<file path="src/rtl/clock_output_config_pkg.sv">
// Constants for the clock output configuration register bank
package clock_output_config_pkg;

	// ==========================================================
	// Register offsets on the serial control port
	localparam logic [7:0] REG_DRIVE = 8'h05;
	localparam logic [7:0] REG_FORMAT = 8'h06;
	localparam logic [7:0] REG_MON_REF = 8'h07;
	localparam logic [7:0] REG_STATIC = 8'h08;
	localparam logic [7:0] REG_AVG = 8'h09;
	localparam logic [7:0] REG_POWERDOWN = 8'h0a;
	localparam int REG_COUNT = 6;

	// ==========================================================
	// Reset values, reserved bits included
	localparam logic [7:0] RST_DRIVE = 8'hed;
	localparam logic [7:0] RST_FORMAT = 8'h2d;
	localparam logic [7:0] RST_MON_REF = 8'h2a;
	localparam logic [7:0] RST_STATIC = 8'h00;
	localparam logic [7:0] RST_AVG = 8'hc0;
	localparam logic [7:0] RST_POWERDOWN = 8'h00;

	// ==========================================================
	// Writable bit masks; other bits are read-only
	localparam logic [7:0] WM_DRIVE = 8'hc0;
	localparam logic [7:0] WM_FORMAT = 8'h3f;
	localparam logic [7:0] WM_MON_REF = 8'h07;
	localparam logic [7:0] WM_STATIC = 8'hf0;
	localparam logic [7:0] WM_AVG = 8'hf8;
	localparam logic [7:0] WM_POWERDOWN = 8'h0c;

	// ==========================================================
	// Field positions
	localparam int DRIVE_LSB = 6;
	localparam int FMT_B_LSB = 3;
	localparam int FMT_A_LSB = 0;
	localparam int MON_REF_LSB = 0;
	localparam int LVL_B_LSB = 6;
	localparam int LVL_A_LSB = 4;
	localparam int AVG_LSB = 3;
	localparam int PD_B_BIT = 3;
	localparam int PD_A_BIT = 2;

	// ==========================================================
	// Output format codes
	localparam logic [2:0] FMT_DISABLE = 3'h1;
	localparam logic [2:0] FMT_CMOS = 3'h2;
	localparam logic [2:0] FMT_LVDS_LOW = 3'h3;
	localparam logic [2:0] FMT_LVPECL = 3'h5;
	localparam logic [2:0] FMT_CML = 3'h6;
	localparam logic [2:0] FMT_LVDS = 3'h7;

	// Monitoring reference codes
	localparam logic [2:0] MREF_EXT = 3'h0;
	localparam logic [2:0] MREF_IN_A = 3'h1;
	localparam logic [2:0] MREF_IN_B = 3'h2;

	// Static level codes
	localparam logic [1:0] LVL_NORMAL = 2'h0;
	localparam logic [1:0] LVL_LOW = 2'h1;
	localparam logic [1:0] LVL_HIGH = 2'h2;

	// Glitch-free gate states
	typedef enum logic {
		ST_FOLLOW = 1'b0,
		ST_HOLD = 1'b1
	} gate_state_e;

endpackage : clock_output_config_pkg

</file>
<file path="src/rtl/static_level_gate.sv">
// Glitch-free gate that forces one clock output to a static level
`timescale 1ns/1ps
module static_level_gate (
	input wire logic clock_i,
	input wire logic reset_n_i,
	input wire logic enable_i,
	input wire logic src_clock_i,
	input wire logic [1:0] level_sel_i,
	output logic gated_o,
	output logic holding_o
);
	import clock_output_config_pkg::*;

	gate_state_e state;
	logic held;
	logic want_hold;
	logic target;

	// Requested level; reserved code keeps the present state
	assign want_hold = (level_sel_i == LVL_LOW) || (level_sel_i == LVL_HIGH);
	assign target = (level_sel_i == LVL_HIGH);

	// Switch only where the source already sits at the level we go to
	always_ff @(posedge clock_i or negedge reset_n_i) begin
		if (!reset_n_i) begin
			state <= ST_FOLLOW;
			held <= 1'b0;
			gated_o <= 1'b0;
		end else if (enable_i) begin
			case (state)
				ST_FOLLOW: begin
					gated_o <= src_clock_i;
					if (want_hold && src_clock_i == target) begin
						state <= ST_HOLD;
						held <= target;
					end
				end
				ST_HOLD: begin
					gated_o <= held;
					if (level_sel_i == LVL_NORMAL && src_clock_i == held) begin
						state <= ST_FOLLOW;
					end else if (want_hold && target != held && src_clock_i == target) begin
						held <= target;
					end
				end
				default: begin
					state <= ST_FOLLOW;
				end
			endcase
		end
	end

	assign holding_o = (state == ST_HOLD);
endmodule : static_level_gate

</file>
<file path="src/rtl/clock_output_config_regs.sv">
// Configuration register bank for the two clock outputs of one loop
`timescale 1ns/1ps
module clock_output_config_regs (
	input wire logic clock_i,
	input wire logic reset_n_i,
	input wire logic enable_i,
	input wire logic [7:0] reg_addr_i,
	input wire logic reg_wr_i,
	input wire logic [7:0] reg_wdata_i,
	input wire logic reg_rd_i,
	output logic [7:0] reg_rdata_o,
	input wire logic out_a_divider_clk_i,
	input wire logic out_b_divider_clk_i,
	input wire logic bypass_req_i,
	input wire logic [4:0] history_delay_i,
	input wire logic force_hold_i,
	input wire logic auto_hold_i,
	output logic clock_out_a_o,
	output logic clock_out_b_o,
	output logic out_a_buffer_en_o,
	output logic out_b_buffer_en_o,
	output logic out_a_divider_en_o,
	output logic out_b_divider_en_o,
	output logic [2:0] out_a_format_o,
	output logic [2:0] out_b_format_o,
	output logic [1:0] drive_current_sel_o,
	output logic out_a_bypass_o,
	output logic out_b_bypass_o,
	output logic [2:0] offset_monitor_ref_o,
	output logic [4:0] history_avg_time_o,
	output logic [4:0] history_delay_o,
	output logic hold_mode_o
);
	import clock_output_config_pkg::*;

	// ==========================================================
	// Register storage
	localparam logic [7:0] RST_VAL [0:REG_COUNT-1] = '{RST_DRIVE, RST_FORMAT, RST_MON_REF,
		RST_STATIC, RST_AVG, RST_POWERDOWN};
	localparam logic [7:0] WR_MASK [0:REG_COUNT-1] = '{WM_DRIVE, WM_FORMAT, WM_MON_REF,
		WM_STATIC, WM_AVG, WM_POWERDOWN};

	logic [7:0] regs [0:REG_COUNT-1];
	logic hit;
	logic [2:0] idx;
	logic [7:0] offset;
	logic [2:0] fmt_a;
	logic [2:0] fmt_b;
	logic [1:0] lvl_a;
	logic [1:0] lvl_b;
	logic pd_a;
	logic pd_b;
	logic [2:0] mref;
	logic gate_a;
	logic gate_b;

	// Address decode; anything outside the bank reads zero
	assign offset = reg_addr_i - REG_DRIVE;
	assign hit = (reg_addr_i >= REG_DRIVE) && (reg_addr_i <= REG_POWERDOWN);
	assign idx = offset[2:0];

	// Writes touch only writable bits; read-only bits keep reset values
	always_ff @(posedge clock_i or negedge reset_n_i) begin
		if (!reset_n_i) begin
			for (int i = 0; i < REG_COUNT; i++) begin
				regs[i] <= RST_VAL[i];
			end
		end else if (enable_i && reg_wr_i && hit) begin
			regs[idx] <= (reg_wdata_i & WR_MASK[idx]) | (RST_VAL[idx] & ~WR_MASK[idx]);
		end
	end

	// Read data registered one cycle after the read strobe
	always_ff @(posedge clock_i or negedge reset_n_i) begin
		if (!reset_n_i) begin
			reg_rdata_o <= 8'h00;
		end else if (enable_i && reg_rd_i) begin
			reg_rdata_o <= hit ? regs[idx] : 8'h00;
		end
	end

	// ==========================================================
	// Field extraction
	assign fmt_b = regs[1][FMT_B_LSB +: 3];
	assign fmt_a = regs[1][FMT_A_LSB +: 3];
	assign mref = regs[2][MON_REF_LSB +: 3];
	assign lvl_b = regs[3][LVL_B_LSB +: 2];
	assign lvl_a = regs[3][LVL_A_LSB +: 2];
	assign pd_b = regs[5][PD_B_BIT];
	assign pd_a = regs[5][PD_A_BIT];

	// Buffer runs on a valid non-disable format and no powerdown
	function automatic logic fmt_live(input logic [2:0] f);
		fmt_live = (f == FMT_CMOS) || (f == FMT_LVDS_LOW) || (f == FMT_LVPECL) ||
			(f == FMT_CML) || (f == FMT_LVDS);
	endfunction : fmt_live

	// Buffer, divider and format controls
	always_ff @(posedge clock_i or negedge reset_n_i) begin
		if (!reset_n_i) begin
			out_a_buffer_en_o <= 1'b0;
			out_b_buffer_en_o <= 1'b0;
			out_a_divider_en_o <= 1'b0;
			out_b_divider_en_o <= 1'b0;
			out_a_format_o <= FMT_DISABLE;
			out_b_format_o <= FMT_DISABLE;
		end else if (enable_i) begin
			out_b_format_o <= fmt_b;
			out_a_format_o <= fmt_a;
			out_b_buffer_en_o <= fmt_live(fmt_b) && !pd_b;
			out_a_buffer_en_o <= fmt_live(fmt_a) && !pd_a;
			out_b_divider_en_o <= !pd_b;
			out_a_divider_en_o <= !pd_a;
		end
	end

	// Drive strength applies in CMOS mode; bypass is barred there
	always_ff @(posedge clock_i or negedge reset_n_i) begin
		if (!reset_n_i) begin
			drive_current_sel_o <= 2'h0;
			out_a_bypass_o <= 1'b0;
			out_b_bypass_o <= 1'b0;
		end else if (enable_i) begin
			drive_current_sel_o <= regs[0][DRIVE_LSB +: 2];
			out_a_bypass_o <= bypass_req_i && fmt_a != FMT_CMOS;
			out_b_bypass_o <= bypass_req_i && fmt_b != FMT_CMOS;
		end
	end

	// Monitor reference; reserved codes fall back to the external reference
	always_ff @(posedge clock_i or negedge reset_n_i) begin
		if (!reset_n_i) begin
			offset_monitor_ref_o <= MREF_EXT;
		end else if (enable_i) begin
			offset_monitor_ref_o <= (mref == MREF_IN_A || mref == MREF_IN_B) ? mref : MREF_EXT;
		end
	end

	// Digital hold history settings and forced hold
	always_ff @(posedge clock_i or negedge reset_n_i) begin
		if (!reset_n_i) begin
			history_avg_time_o <= 5'h00;
			history_delay_o <= 5'h00;
			hold_mode_o <= 1'b0;
		end else if (enable_i) begin
			history_avg_time_o <= regs[4][AVG_LSB +: 5];
			history_delay_o <= history_delay_i;
			hold_mode_o <= force_hold_i || auto_hold_i;
		end
	end

	// ==========================================================
	// Glitch-free static level gates, one per output
	static_level_gate u_gate_a (
		.clock_i(clock_i),
		.reset_n_i(reset_n_i),
		.enable_i(enable_i),
		.src_clock_i(out_a_divider_clk_i),
		.level_sel_i(lvl_a),
		.gated_o(gate_a),
		.holding_o()
	);

	static_level_gate u_gate_b (
		.clock_i(clock_i),
		.reset_n_i(reset_n_i),
		.enable_i(enable_i),
		.src_clock_i(out_b_divider_clk_i),
		.level_sel_i(lvl_b),
		.gated_o(gate_b),
		.holding_o()
	);

	// Output clocks; a powered-down output sits low
	always_ff @(posedge clock_i or negedge reset_n_i) begin
		if (!reset_n_i) begin
			clock_out_a_o <= 1'b0;
			clock_out_b_o <= 1'b0;
		end else if (enable_i) begin
			clock_out_a_o <= gate_a && !pd_a;
			clock_out_b_o <= gate_b && !pd_b;
		end
	end
endmodule : clock_output_config_regs

</file>
<file path="config.mk">
export PLATFORM = sky130hd
export DESIGN_NAME = clock_output_config_regs
export DESIGN_NICKNAME = d
export VERILOG_FILES = /design/src/rtl/clock_output_config_pkg.sv /design/src/rtl/static_level_gate.sv /design/src/rtl/clock_output_config_regs.sv
export SDC_FILE = /design/constraint.sdc
export NUM_CORES = 1
export LEC_CHECK = 0
export BUFFER_PORTS_ARGS = -buffer_cell sky130_fd_sc_hd__buf_2
export CORE_ASPECT_RATIO = 1.1
export CORE_MARGIN = 8
export CORE_UTILIZATION = 55
export CTS_CLUSTER_SIZE = 40
export DETAILED_ROUTE_END_ITERATION = 6
export HOLD_SLACK_MARGIN = 0.05
export PLACE_DENSITY = 0.78
export REMOVE_ABC_BUFFERS = 1
export SLEW_MARGIN = 10
export SYNTH_ARGS = -nofsm -noshare
export SYNTH_HDL_FRONTEND = slang
export SYNTH_SLANG_ARGS = --single-unit
export TNS_END_PERCENT = 100
</file>
<file path="constraint.sdc">
create_clock -name clock_i -period 2.8 [get_ports clock_i]
set_input_delay 0.28 -clock clock_i [delete_from_list [all_inputs] [get_ports clock_i]]
set_output_delay 0.28 -clock clock_i [all_outputs]
set_load 0.02 [all_outputs]
</file>
==> qor.csv, run 1 <==
stage,metric,value,unit
clock_network,CTS tree,done,
clock_network,# H-tree levels,3,
route,DR DRC count,0,
pwr,Net Switching,0.000652,W
placed_design,Final Wtd Congestion,0.796,
sta,actual transition at the worst max-transition pin,685,ps
pwr,sequential power share,0.523,
worst_setup_path,Worst setup EP type,register,
sta,Setup TNS,0,ps
grt,initial antenna violation count,0,
pwr,Pint,0.00200,W
worst_setup_path,Worst path max stage delay,410,ps
floorplanning,Die Y,109,microns
floorplanning,die area,10900,sq um
run,# Max-Cap Violations,0,
synth,"flops & latches, synth",92,
outcome,run status,finished clean,
synth,top cell type by total area after synthesis,dfrtp_1,
route,WL per Instance,17.7,microns
placed_design,IO Port Bufs,68,
pwr,Clk pwr share,0.369,
worst_setup_path,CP Max Fanout,8,
sta,Post-Route Skew,6.67,ps
clock_network,Worst-path clk slew,80,ps
pwr,leakage,2.52,nW
clock_network,Root Driver,clkbuf_8,
floorplanning,I/O pin count,69,
min_path,worst min path class,in -> reg,
pwr,Max VDD drop,0.322,mV
grt,vias in the first global route,3144,
sta,Max-slew headroom,0.543,
sta,minimum clock period,2100,ps
synth,Yosys warnings,0,
worst_setup_path,arrival time worst endpoint,2350,ps
grt,gr usage total,0.187,
layout,Antenna diodes,0,
route,Detail Route Antenna Nets,0,
clock_network,clk sinks,92,
sta,max-slew violations,0,
floorplanning,Core Box Area,7740,sq um
layout,share of cells above drive strength 1,0.438,
synth,Post-synth EDFFs,0,
grt,GR Overflow Total,0,
synth,"Cell Area, Synth",4310,sq um
route,initial DRC count,124,
floorplanning,initial core utilization,0.556,
synth,synth cell count leaders,"75 x dfrtp_1, 65 x mux2_2, 22 x inv_1",
placed_design,detailed placer's ending HPWL,6880,microns
synth,"count leader, synth",dfrtp_1,
pwr,Comb pwr share,0.108,
pwr,Sw Share,0.246,
synth,post-synthesis cell type count,36,
sta,final setup fails,0,
layout,Final Non-Filler Cells,533,
placed_design,Inst Count DP,516,
clock_network,clk_lat worst skew,360,ps
layout,fin nets,461,
grt,global-route wire length before repair,15800,microns
floorplanning,Die W,100,microns
worst_setup_path,"Req. time, crit path",3050,ps
layout,Fill cells,616,
pwr,power per cell area,528,nW/um^2
clock_network,CTS max path bufs,2,
route,vias per cell,5.43,
worst_setup_path,"critical path, cell by cell","buf_2, inv_1, ha_1, inv_1, ha_1, nand2_1, nor3_1, and3_1, mux2_2",
sta,Final Hold Fails,0,
layout,area added between synthesis and finish,16.6,%
worst_setup_path,Critical-path top delay cell,and3_1,
grt,largest net degree at the start of global routing,54,
floorplanning,row count,34,
synth,largest cells by area after synthesis,"dfrtp_1 44%, mux2_2 17%, dfstp_2 10%, mux4_2 3.7%, ha_1 2.9%",
route,DR vias,2895,
sta,unrepaired setup endpoints after global routing,no,
layout,Layout Utilization,0.648,
synth,Main synth FF type,dfrtp_1,
synth,sequential share of the synthesized area,0.540,
synth,top cell type's share of synthesized area,0.436,
sta,fin crit share,0.752,
route,First-pass DRT Iterations,6,
synth,Post-Synthesis Cells,347,
worst_setup_path,CP startpoint kind,primary input,
worst_setup_path,CP Class,in -> reg,
clock_network,TritonCTS Buffers,9,
route,final wirelength,9420,microns
synth,Syn Area/Cell,12.4,sq um
sta,f_max,0.475,GHz
synth,ys async rst share,1.00,
-- cell families (layout without fill, tap and decap cells) --
family | after synthesis | in the layout | share of synthesized area
muxes | 80 | 80 | 0.225
AOI/OAI and AO/OA | 37 | 37 | 0.0514
adders and majority gates | 10 | 10 | 0.0291
buffers and inverters | 39 | 117 | 0.0378
DFF | 92 | 92 | 0.540
and+or+nand+nor | 84 | 84 | 0.107
xor gates and xnor gates | 5 | 5 | 0.0102
-- timing repair --
| action | 4_1_cts | 5_1_grt |
|---|---|---|
| endpoints found under the hold margin | 38 | 0 |
| endpoints found under the setup margin | 0 | 0 |
| hold buffers | 1 | 0 |
| setup buffers | 0 | 0 |
| resized for setup | 0 | 0 |
-- power by group through the flow --
stage               registers [W]  logic, W  clock network, W
CTS                       0.00139  0.000290           0.00100
finish                    0.00139  0.000285          0.000980
global placement          0.00141  0.000279                 0
floorplan                 0.00143  0.000118                 0
global route              0.00139  0.000314           0.00106
detailed placement        0.00141  0.000287                 0
-- state kept, by name, indices dropped and copies added, names as in the netlist, 2 cells and up --
register,count
fmt_a,3
reg_rdata_o,8
regs,33
history_delay_o,5
lvl_b,2
history_avg_time_o,5
out_b_format_o,3
mref,3
drive_current_sel_o,2
offset_monitor_ref_o,3
lvl_a,2
out_a_format_o,3
fmt_b,3
-- cells in the final DEF, fill, tap and decap left out, types with 3 or more instances in the layout --
| master | instances |
|---|---|
| dfrtp_1 | 75 |
| buf_2 | 67 |
| mux2_2 | 65 |
| inv_1 | 22 |
| nand2_1 | 20 |
| nand3_1 | 17 |
| dfstp_2 | 17 |
| o21ai_0 | 15 |
| nor2_1 | 10 |
| ha_1 | 10 |
| clkbuf_8 | 10 |
| buf_4 | 10 |
| a21oi_1 | 9 |
| nor2b_1 | 8 |
| mux2i_1 | 8 |
| mux4_2 | 7 |
| nand4_1 | 6 |
| xor2_1 | 5 |
| and2_1 | 5 |
| nand2b_1 | 4 |
| o31ai_1 | 4 |
| o22ai_1 | 4 |
| and3_1 | 3 |
-- final timing paths --
check	startpoint	end	slack, ps	cells past startpoint
worst min-delay path	history_delay_i[4]	history_delay_o[4]	150	2
worst min register to register	reg_rdata_o[5]	reg_rdata_o[5]	480	2
worst max register to register	fmt_b[1]	reg_rdata_o[4]	1480	3
min in group asynchronous	reset_n_i	history_avg_time_o[4]	480	2
max in group asynchronous	reset_n_i	regs[29]	1590	3
worst max-delay path	reg_addr_i[0]	regs[13]	700	9
-- metrics by stage --
stage	power (W)	setup WS, ps	area (sq um)	hold slack (ps)
after floorplan	0.00155	502	4230	-15.6
after global placement	0.00169	424	4790	363
after detailed placement	0.00170	353	4790	368
after CTS	0.00268	723	5020	134
after global routing	0.00276	572	5020	140
final	0.00265	695	5020	148
-- worst max-delay path, delay by kind of cell --
kind                     cells  cell delay [ps]
AND/OR/NAND/NOR              3              800
adder cells (fa/ha/maj)      2              570
multiplexers                 1              370
buffers and inverters        3              330
-- layer usage --
metal,vias up,track usage,wire length (microns)
met5,-,0,0
met4,0,0.0659,152
met3,14,0.0428,494
met2,72,0.309,4600
met1,1446,0.236,4180
li1,1363,-,-
-- area by class of cell --
type,count,area (sq um),area share
Clock buffer,12,145,0.0289
Timing Repair Buffer,79,440,0.0877
Inverter,22,82.6,0.0165
Sequential cell,92,2320,0.463
Tap cell,108,135,0.0269
Multi-Input combinational cell,216,1820,0.363
Clock inverter,4,72.6,0.0145
Note: power is estimated with default switching activity, not from simulation.
==> inputs of run 2 (changes only) <==
--- a/config.mk
+++ b/config.mk
@@ -5,14 +5,15 @@
 export SDC_FILE = /design/constraint.sdc
 export NUM_CORES = 1
 export LEC_CHECK = 0
+export ABC_AREA = 1
 export BUFFER_PORTS_ARGS = -buffer_cell sky130_fd_sc_hd__buf_2
 export CORE_ASPECT_RATIO = 1.1
 export CORE_MARGIN = 8
-export CORE_UTILIZATION = 55
+export CORE_UTILIZATION = 52
 export CTS_CLUSTER_SIZE = 40
 export DETAILED_ROUTE_END_ITERATION = 6
 export HOLD_SLACK_MARGIN = 0.05
-export PLACE_DENSITY = 0.78
+export PLACE_DENSITY = 0.77
 export REMOVE_ABC_BUFFERS = 1
 export SLEW_MARGIN = 10
 export SYNTH_ARGS = -nofsm -noshare
==> constraint.sdc (replaced) <==
create_clock -name clock_i -period 1.9 [get_ports clock_i]
set_input_delay 0.19 -clock clock_i [delete_from_list [all_inputs] [get_ports clock_i]]
set_output_delay 0.19 -clock clock_i [all_outputs]
set_load 0.02 [all_outputs]
==> run 2 against run 1 <==
Clock skew fell by 1.1 ps. Power rose by 62%. Largest cell class unchanged. Sequential share of layout area fell by 5.0 points. Critical endpoint is now regs[38]. Design area rose by 12%. Largest power group unchanged. Wire length rose by 23%.
==> qor.csv, run 2 <==
stage,metric,value,unit,change
synth,ys async rst share,1.00,,unchanged
clock_network,clk_lat worst skew,360,ps,about the same
placed_design,dpl ws,-26.5,ps,-380 ps
clock_network,cts repair resizes,0,,unchanged
min_path,worst min path class,in -> reg,,
route,DR vias,4140,,+43%
clock_network,# H-tree levels,3,,unchanged
placed_design,Final Wtd Congestion,0.890,,+12%
worst_setup_path,Worst path max stage delay,340,ps,-70 ps
worst_setup_path,arrival time worst endpoint,1880,ps,-470 ps
worst_setup_path,Critical-path top delay cell,o21ai_0,,
synth,Yosys warnings,0,,unchanged
sta,final worst slack,322,ps,-374 ps
layout,Layout Utilization,0.640,,-0.00790
worst_setup_path,R2R Setup Slk,480,ps,-1000 ps
layout,Final Non-Filler Cells,793,,+49%
sta,Max-slew headroom,0.578,,+0.0350
worst_setup_path,Worst setup EP type,register,,
layout,"commonest non-fill, non-tap cell in the layout",nand2_1,,
outcome,run status,finished clean,,
layout,"Most flops, register",regs,,
synth,"flops & latches, synth",92,,unchanged
grt,largest net degree at the start of global routing,48,,-11%
min_path,hold path endpoint,history_delay_o[4],,
pwr,Max VDD drop,0.445,mV,+38%
synth,largest cells by area after synthesis,"dfrtp_1 40%, nand2_1 15%, dfstp_2 9.6%, nand4_1 5.6%, inv_1 5.5%",,
synth,Syn Area/Cell,8.11,sq um,-35%
layout,Top Registers,"regs x33, reg_rdata_o x8",,
pwr,sequential power share,0.493,,-0.030
layout,final instance area,5630,sq um,+12%
pwr,leakage,3.00,nW,+19%
worst_setup_path,CP Max Fanout,5,,-3
synth,"Cell Area, Synth",4680,sq um,+8.6%
floorplanning,Die Y,115,microns,+6.1%
sta,unrepaired setup endpoints after global routing,no,,
synth,Post-Synthesis Cells,577,,+66%
sta,final setup fails,0,,unchanged
clock_network,Root Driver,clkbuf_8,,
grt,gr usage total,0.197,,+0.0100
worst_setup_path,"critical path, cell by cell","buf_2, inv_1, ha_1, inv_1, ha_1, o21ai_0, nand2_1, nand2_1, nand4_1, nand2_1",,
grt,GR Overflow Total,0,,unchanged
synth,Main synth FF type,dfrtp_1,,
placed_design,Inst Count DP,772,,+50%
grt,initial antenna violation count,0,,unchanged
worst_setup_path,cell repeated most along the worst path,nand2_1,,
min_path,origin of the worst min-delay path,history_delay_i[4],,
floorplanning,die area,12300,sq um,+13%
synth,Post-synth EDFFs,0,,unchanged
route,final wirelength,11600,microns,+23%
clock_network,clk sinks,92,,unchanged
worst_setup_path,worst reg2reg startpoint,lvl_b[0],,
pwr,Comb pwr share,0.174,,+0.066
route,DR DRC count,0,,unchanged
layout,most frequent cells in the layout,"183 x nand2_1, 75 x dfrtp_1, 69 x inv_1, 67 x buf_2, 44 x nor2_1",,
sta,fin crit share,0.831,,
layout,area added between synthesis and finish,20.3,%,
placed_design,Post-DP Area,5360,sq um,+12%
run,# Max-Cap Violations,0,,unchanged
clock_network,TritonCTS Buffers,9,,unchanged
sta,Post-Route Skew,5.54,ps,-1.13 ps
floorplanning,I/O pin count,69,,unchanged
min_path,WHS Path Cells,2,,unchanged
synth,sequential share of the synthesized area,0.497,,-0.0427
layout,share of cells above drive strength 1,0.243,,-0.195
pwr,Sw Share,0.276,,+0.0307
synth,"count leader, synth",nand2_1,,
grt,vias in the first global route,4033,,+28%
floorplanning,row count,36,,+5.9%
placed_design,detailed placer's ending HPWL,8680,microns,+26%
floorplanning,initial core utilization,0.532,,-0.0238
route,vias per cell,5.22,,-3.9%
route,First-pass DRT Iterations,5,,-1
placed_design,IO Port Bufs,68,,unchanged
clock_network,# hold bufs at CTS,5,,+4
layout,fin nets,715,,+55%
layout,max FFs per register,33,,unchanged
sta,minimum clock period,1580,ps,
pwr,Pint,0.00311,W,+55%
worst_setup_path,CP startpoint kind,primary input,,
clock_network,Worst-path clk slew,80,ps,about the same
layout,Antenna diodes,0,,unchanged
synth,top cell type by total area after synthesis,dfrtp_1,,
worst_setup_path,CP Class,in -> reg,,
route,initial DRC count,274,,+120%
clock_network,CTS tree,done,,
synth,synth cell count leaders,"183 x nand2_1, 75 x dfrtp_1, 69 x inv_1",,
clock_network,CTS max path bufs,2,,unchanged
floorplanning,Core Box Area,8780,sq um,+13%
clock_network,setup bufs post-CTS,0,,unchanged
pwr,Net Switching,0.00119,W,+82%
sta,f_max,0.634,GHz,
sta,max-slew violations,0,,unchanged
floorplanning,Die W,106,microns,+6.0%
pwr,Clk pwr share,0.333,,-0.036
route,WL per Instance,14.6,microns,-18%
synth,post-synthesis cell type count,27,,-25%
sta,actual transition at the worst max-transition pin,633,ps,-52.5 ps
route,Detail Route Antenna Nets,0,,unchanged
pwr,power per cell area,763,nW/um^2,+44%
worst_setup_path,Worst R2R Path Depth,11,,+8
worst_setup_path,"Req. time, crit path",2210,ps,-840 ps
worst_setup_path,reg-to-reg endpoint,u_gate_b.held,,
sta,Final Hold Fails,0,,unchanged
grt,global-route wire length before repair,19200,microns,+21%
synth,top cell type's share of synthesized area,0.401,,-0.0345
==> run 2: cell count changes in the layout (fill, tap and decap cells not counted), moves of 7 or more <==
| cell | previous run | this run |
|---|---|---|
| buf_4 | 10 | 34 |
| mux2i_1 | 8 | 0 |
| a21oi_1 | 9 | 22 |
| mux4_2 | 7 | 0 |
| nand3_1 | 17 | 24 |
| inv_1 | 22 | 69 |
| nor2b_1 | 8 | 0 |
| nor2_1 | 10 | 44 |
| mux2_2 | 65 | 12 |
| nand2_1 | 20 | 183 |
| nand4_1 | 6 | 42 |
==> run 2: how the worst max path moves through the flow <==
stage                  startpoint  endpoint  slack (ps)  cells past startpoint
floorplan           reg_addr_i[0]  regs[41]        -680                     10
finish              reg_addr_i[0]  regs[38]         320                     10
global placement    reg_addr_i[0]  regs[15]          60                     10
CTS                 reg_addr_i[0]  regs[38]         360                     10
global route        reg_addr_i[0]  fmt_a[1]         200                     13
detailed placement  reg_addr_i[0]  regs[38]         -30                     10
==> run 2: kinds of logic after synthesis <==
group	count (synthesis)	share of synthesized area
flip-flops	92	0.497
buffers and inverters	98	0.0843
AO/OA/AOI/OAI	54	0.0629
adder cells (fa/ha/maj)	10	0.0268
AND/OR/NAND/NOR	311	0.300
multiplexers	12	0.0289
==> run 2: critical path: cells and delay by family <==
| kind | cells | cell delay (ps) |
|---|---|---|
| AOI/OAI and AO/OA | 1 | 340 |
| adders and majority gates | 2 | 510 |
| and+or+nand+nor | 4 | 620 |
| buffers and inverters | 3 | 220 |
==> run 2: layout make-up <==
type	instances	area [sq um]
Timing Repair Buffer	109	701
Tap cell	114	143
Fill cell	765	3160
Sequential cell	92	2320
Clock inverter	4	72.6
Multi-Input combinational cell	387	1960
Clock buffer	12	145
Inverter	75	282
==> run 2: metal layers <==
layer / global-route usage / wire, microns / up-vias
li1: - / - / 2056
met1: 0.244 / 5090 / 1918
met2: 0.310 / 5330 / 138
met3: 0.0562 / 775 / 28
met4: 0.0967 / 355 / 0
met5: 0 / 0 / -
==> run 2: power groups by stage <==
| stage | clock [W] | sequential [W] | combinational, W |
|---|---|---|---|
| floorplan | 0 | 0.00220 | 0.000350 |
| global placement | 0 | 0.00215 | 0.000716 |
| detailed placement | 0 | 0.00215 | 0.000738 |
| CTS | 0.00147 | 0.00212 | 0.000748 |
| global route | 0.00154 | 0.00213 | 0.000828 |
| finish | 0.00143 | 0.00212 | 0.000747 |
==> run 2: per-stage QoR <==
| stage | total power, W | setup TNS, ps | hold WS, ps |
|---|---|---|---|
| floorplan | 0.00255 | -20620 | -106 |
| global placement | 0.00286 | 0 | 240 |
| detailed placement | 0.00289 | -48.9 | 249 |
| CTS | 0.00433 | 0 | 54.9 |
| global route | 0.00450 | 0 | 61.8 |
| finish | 0.00429 | 0 | 68.9 |
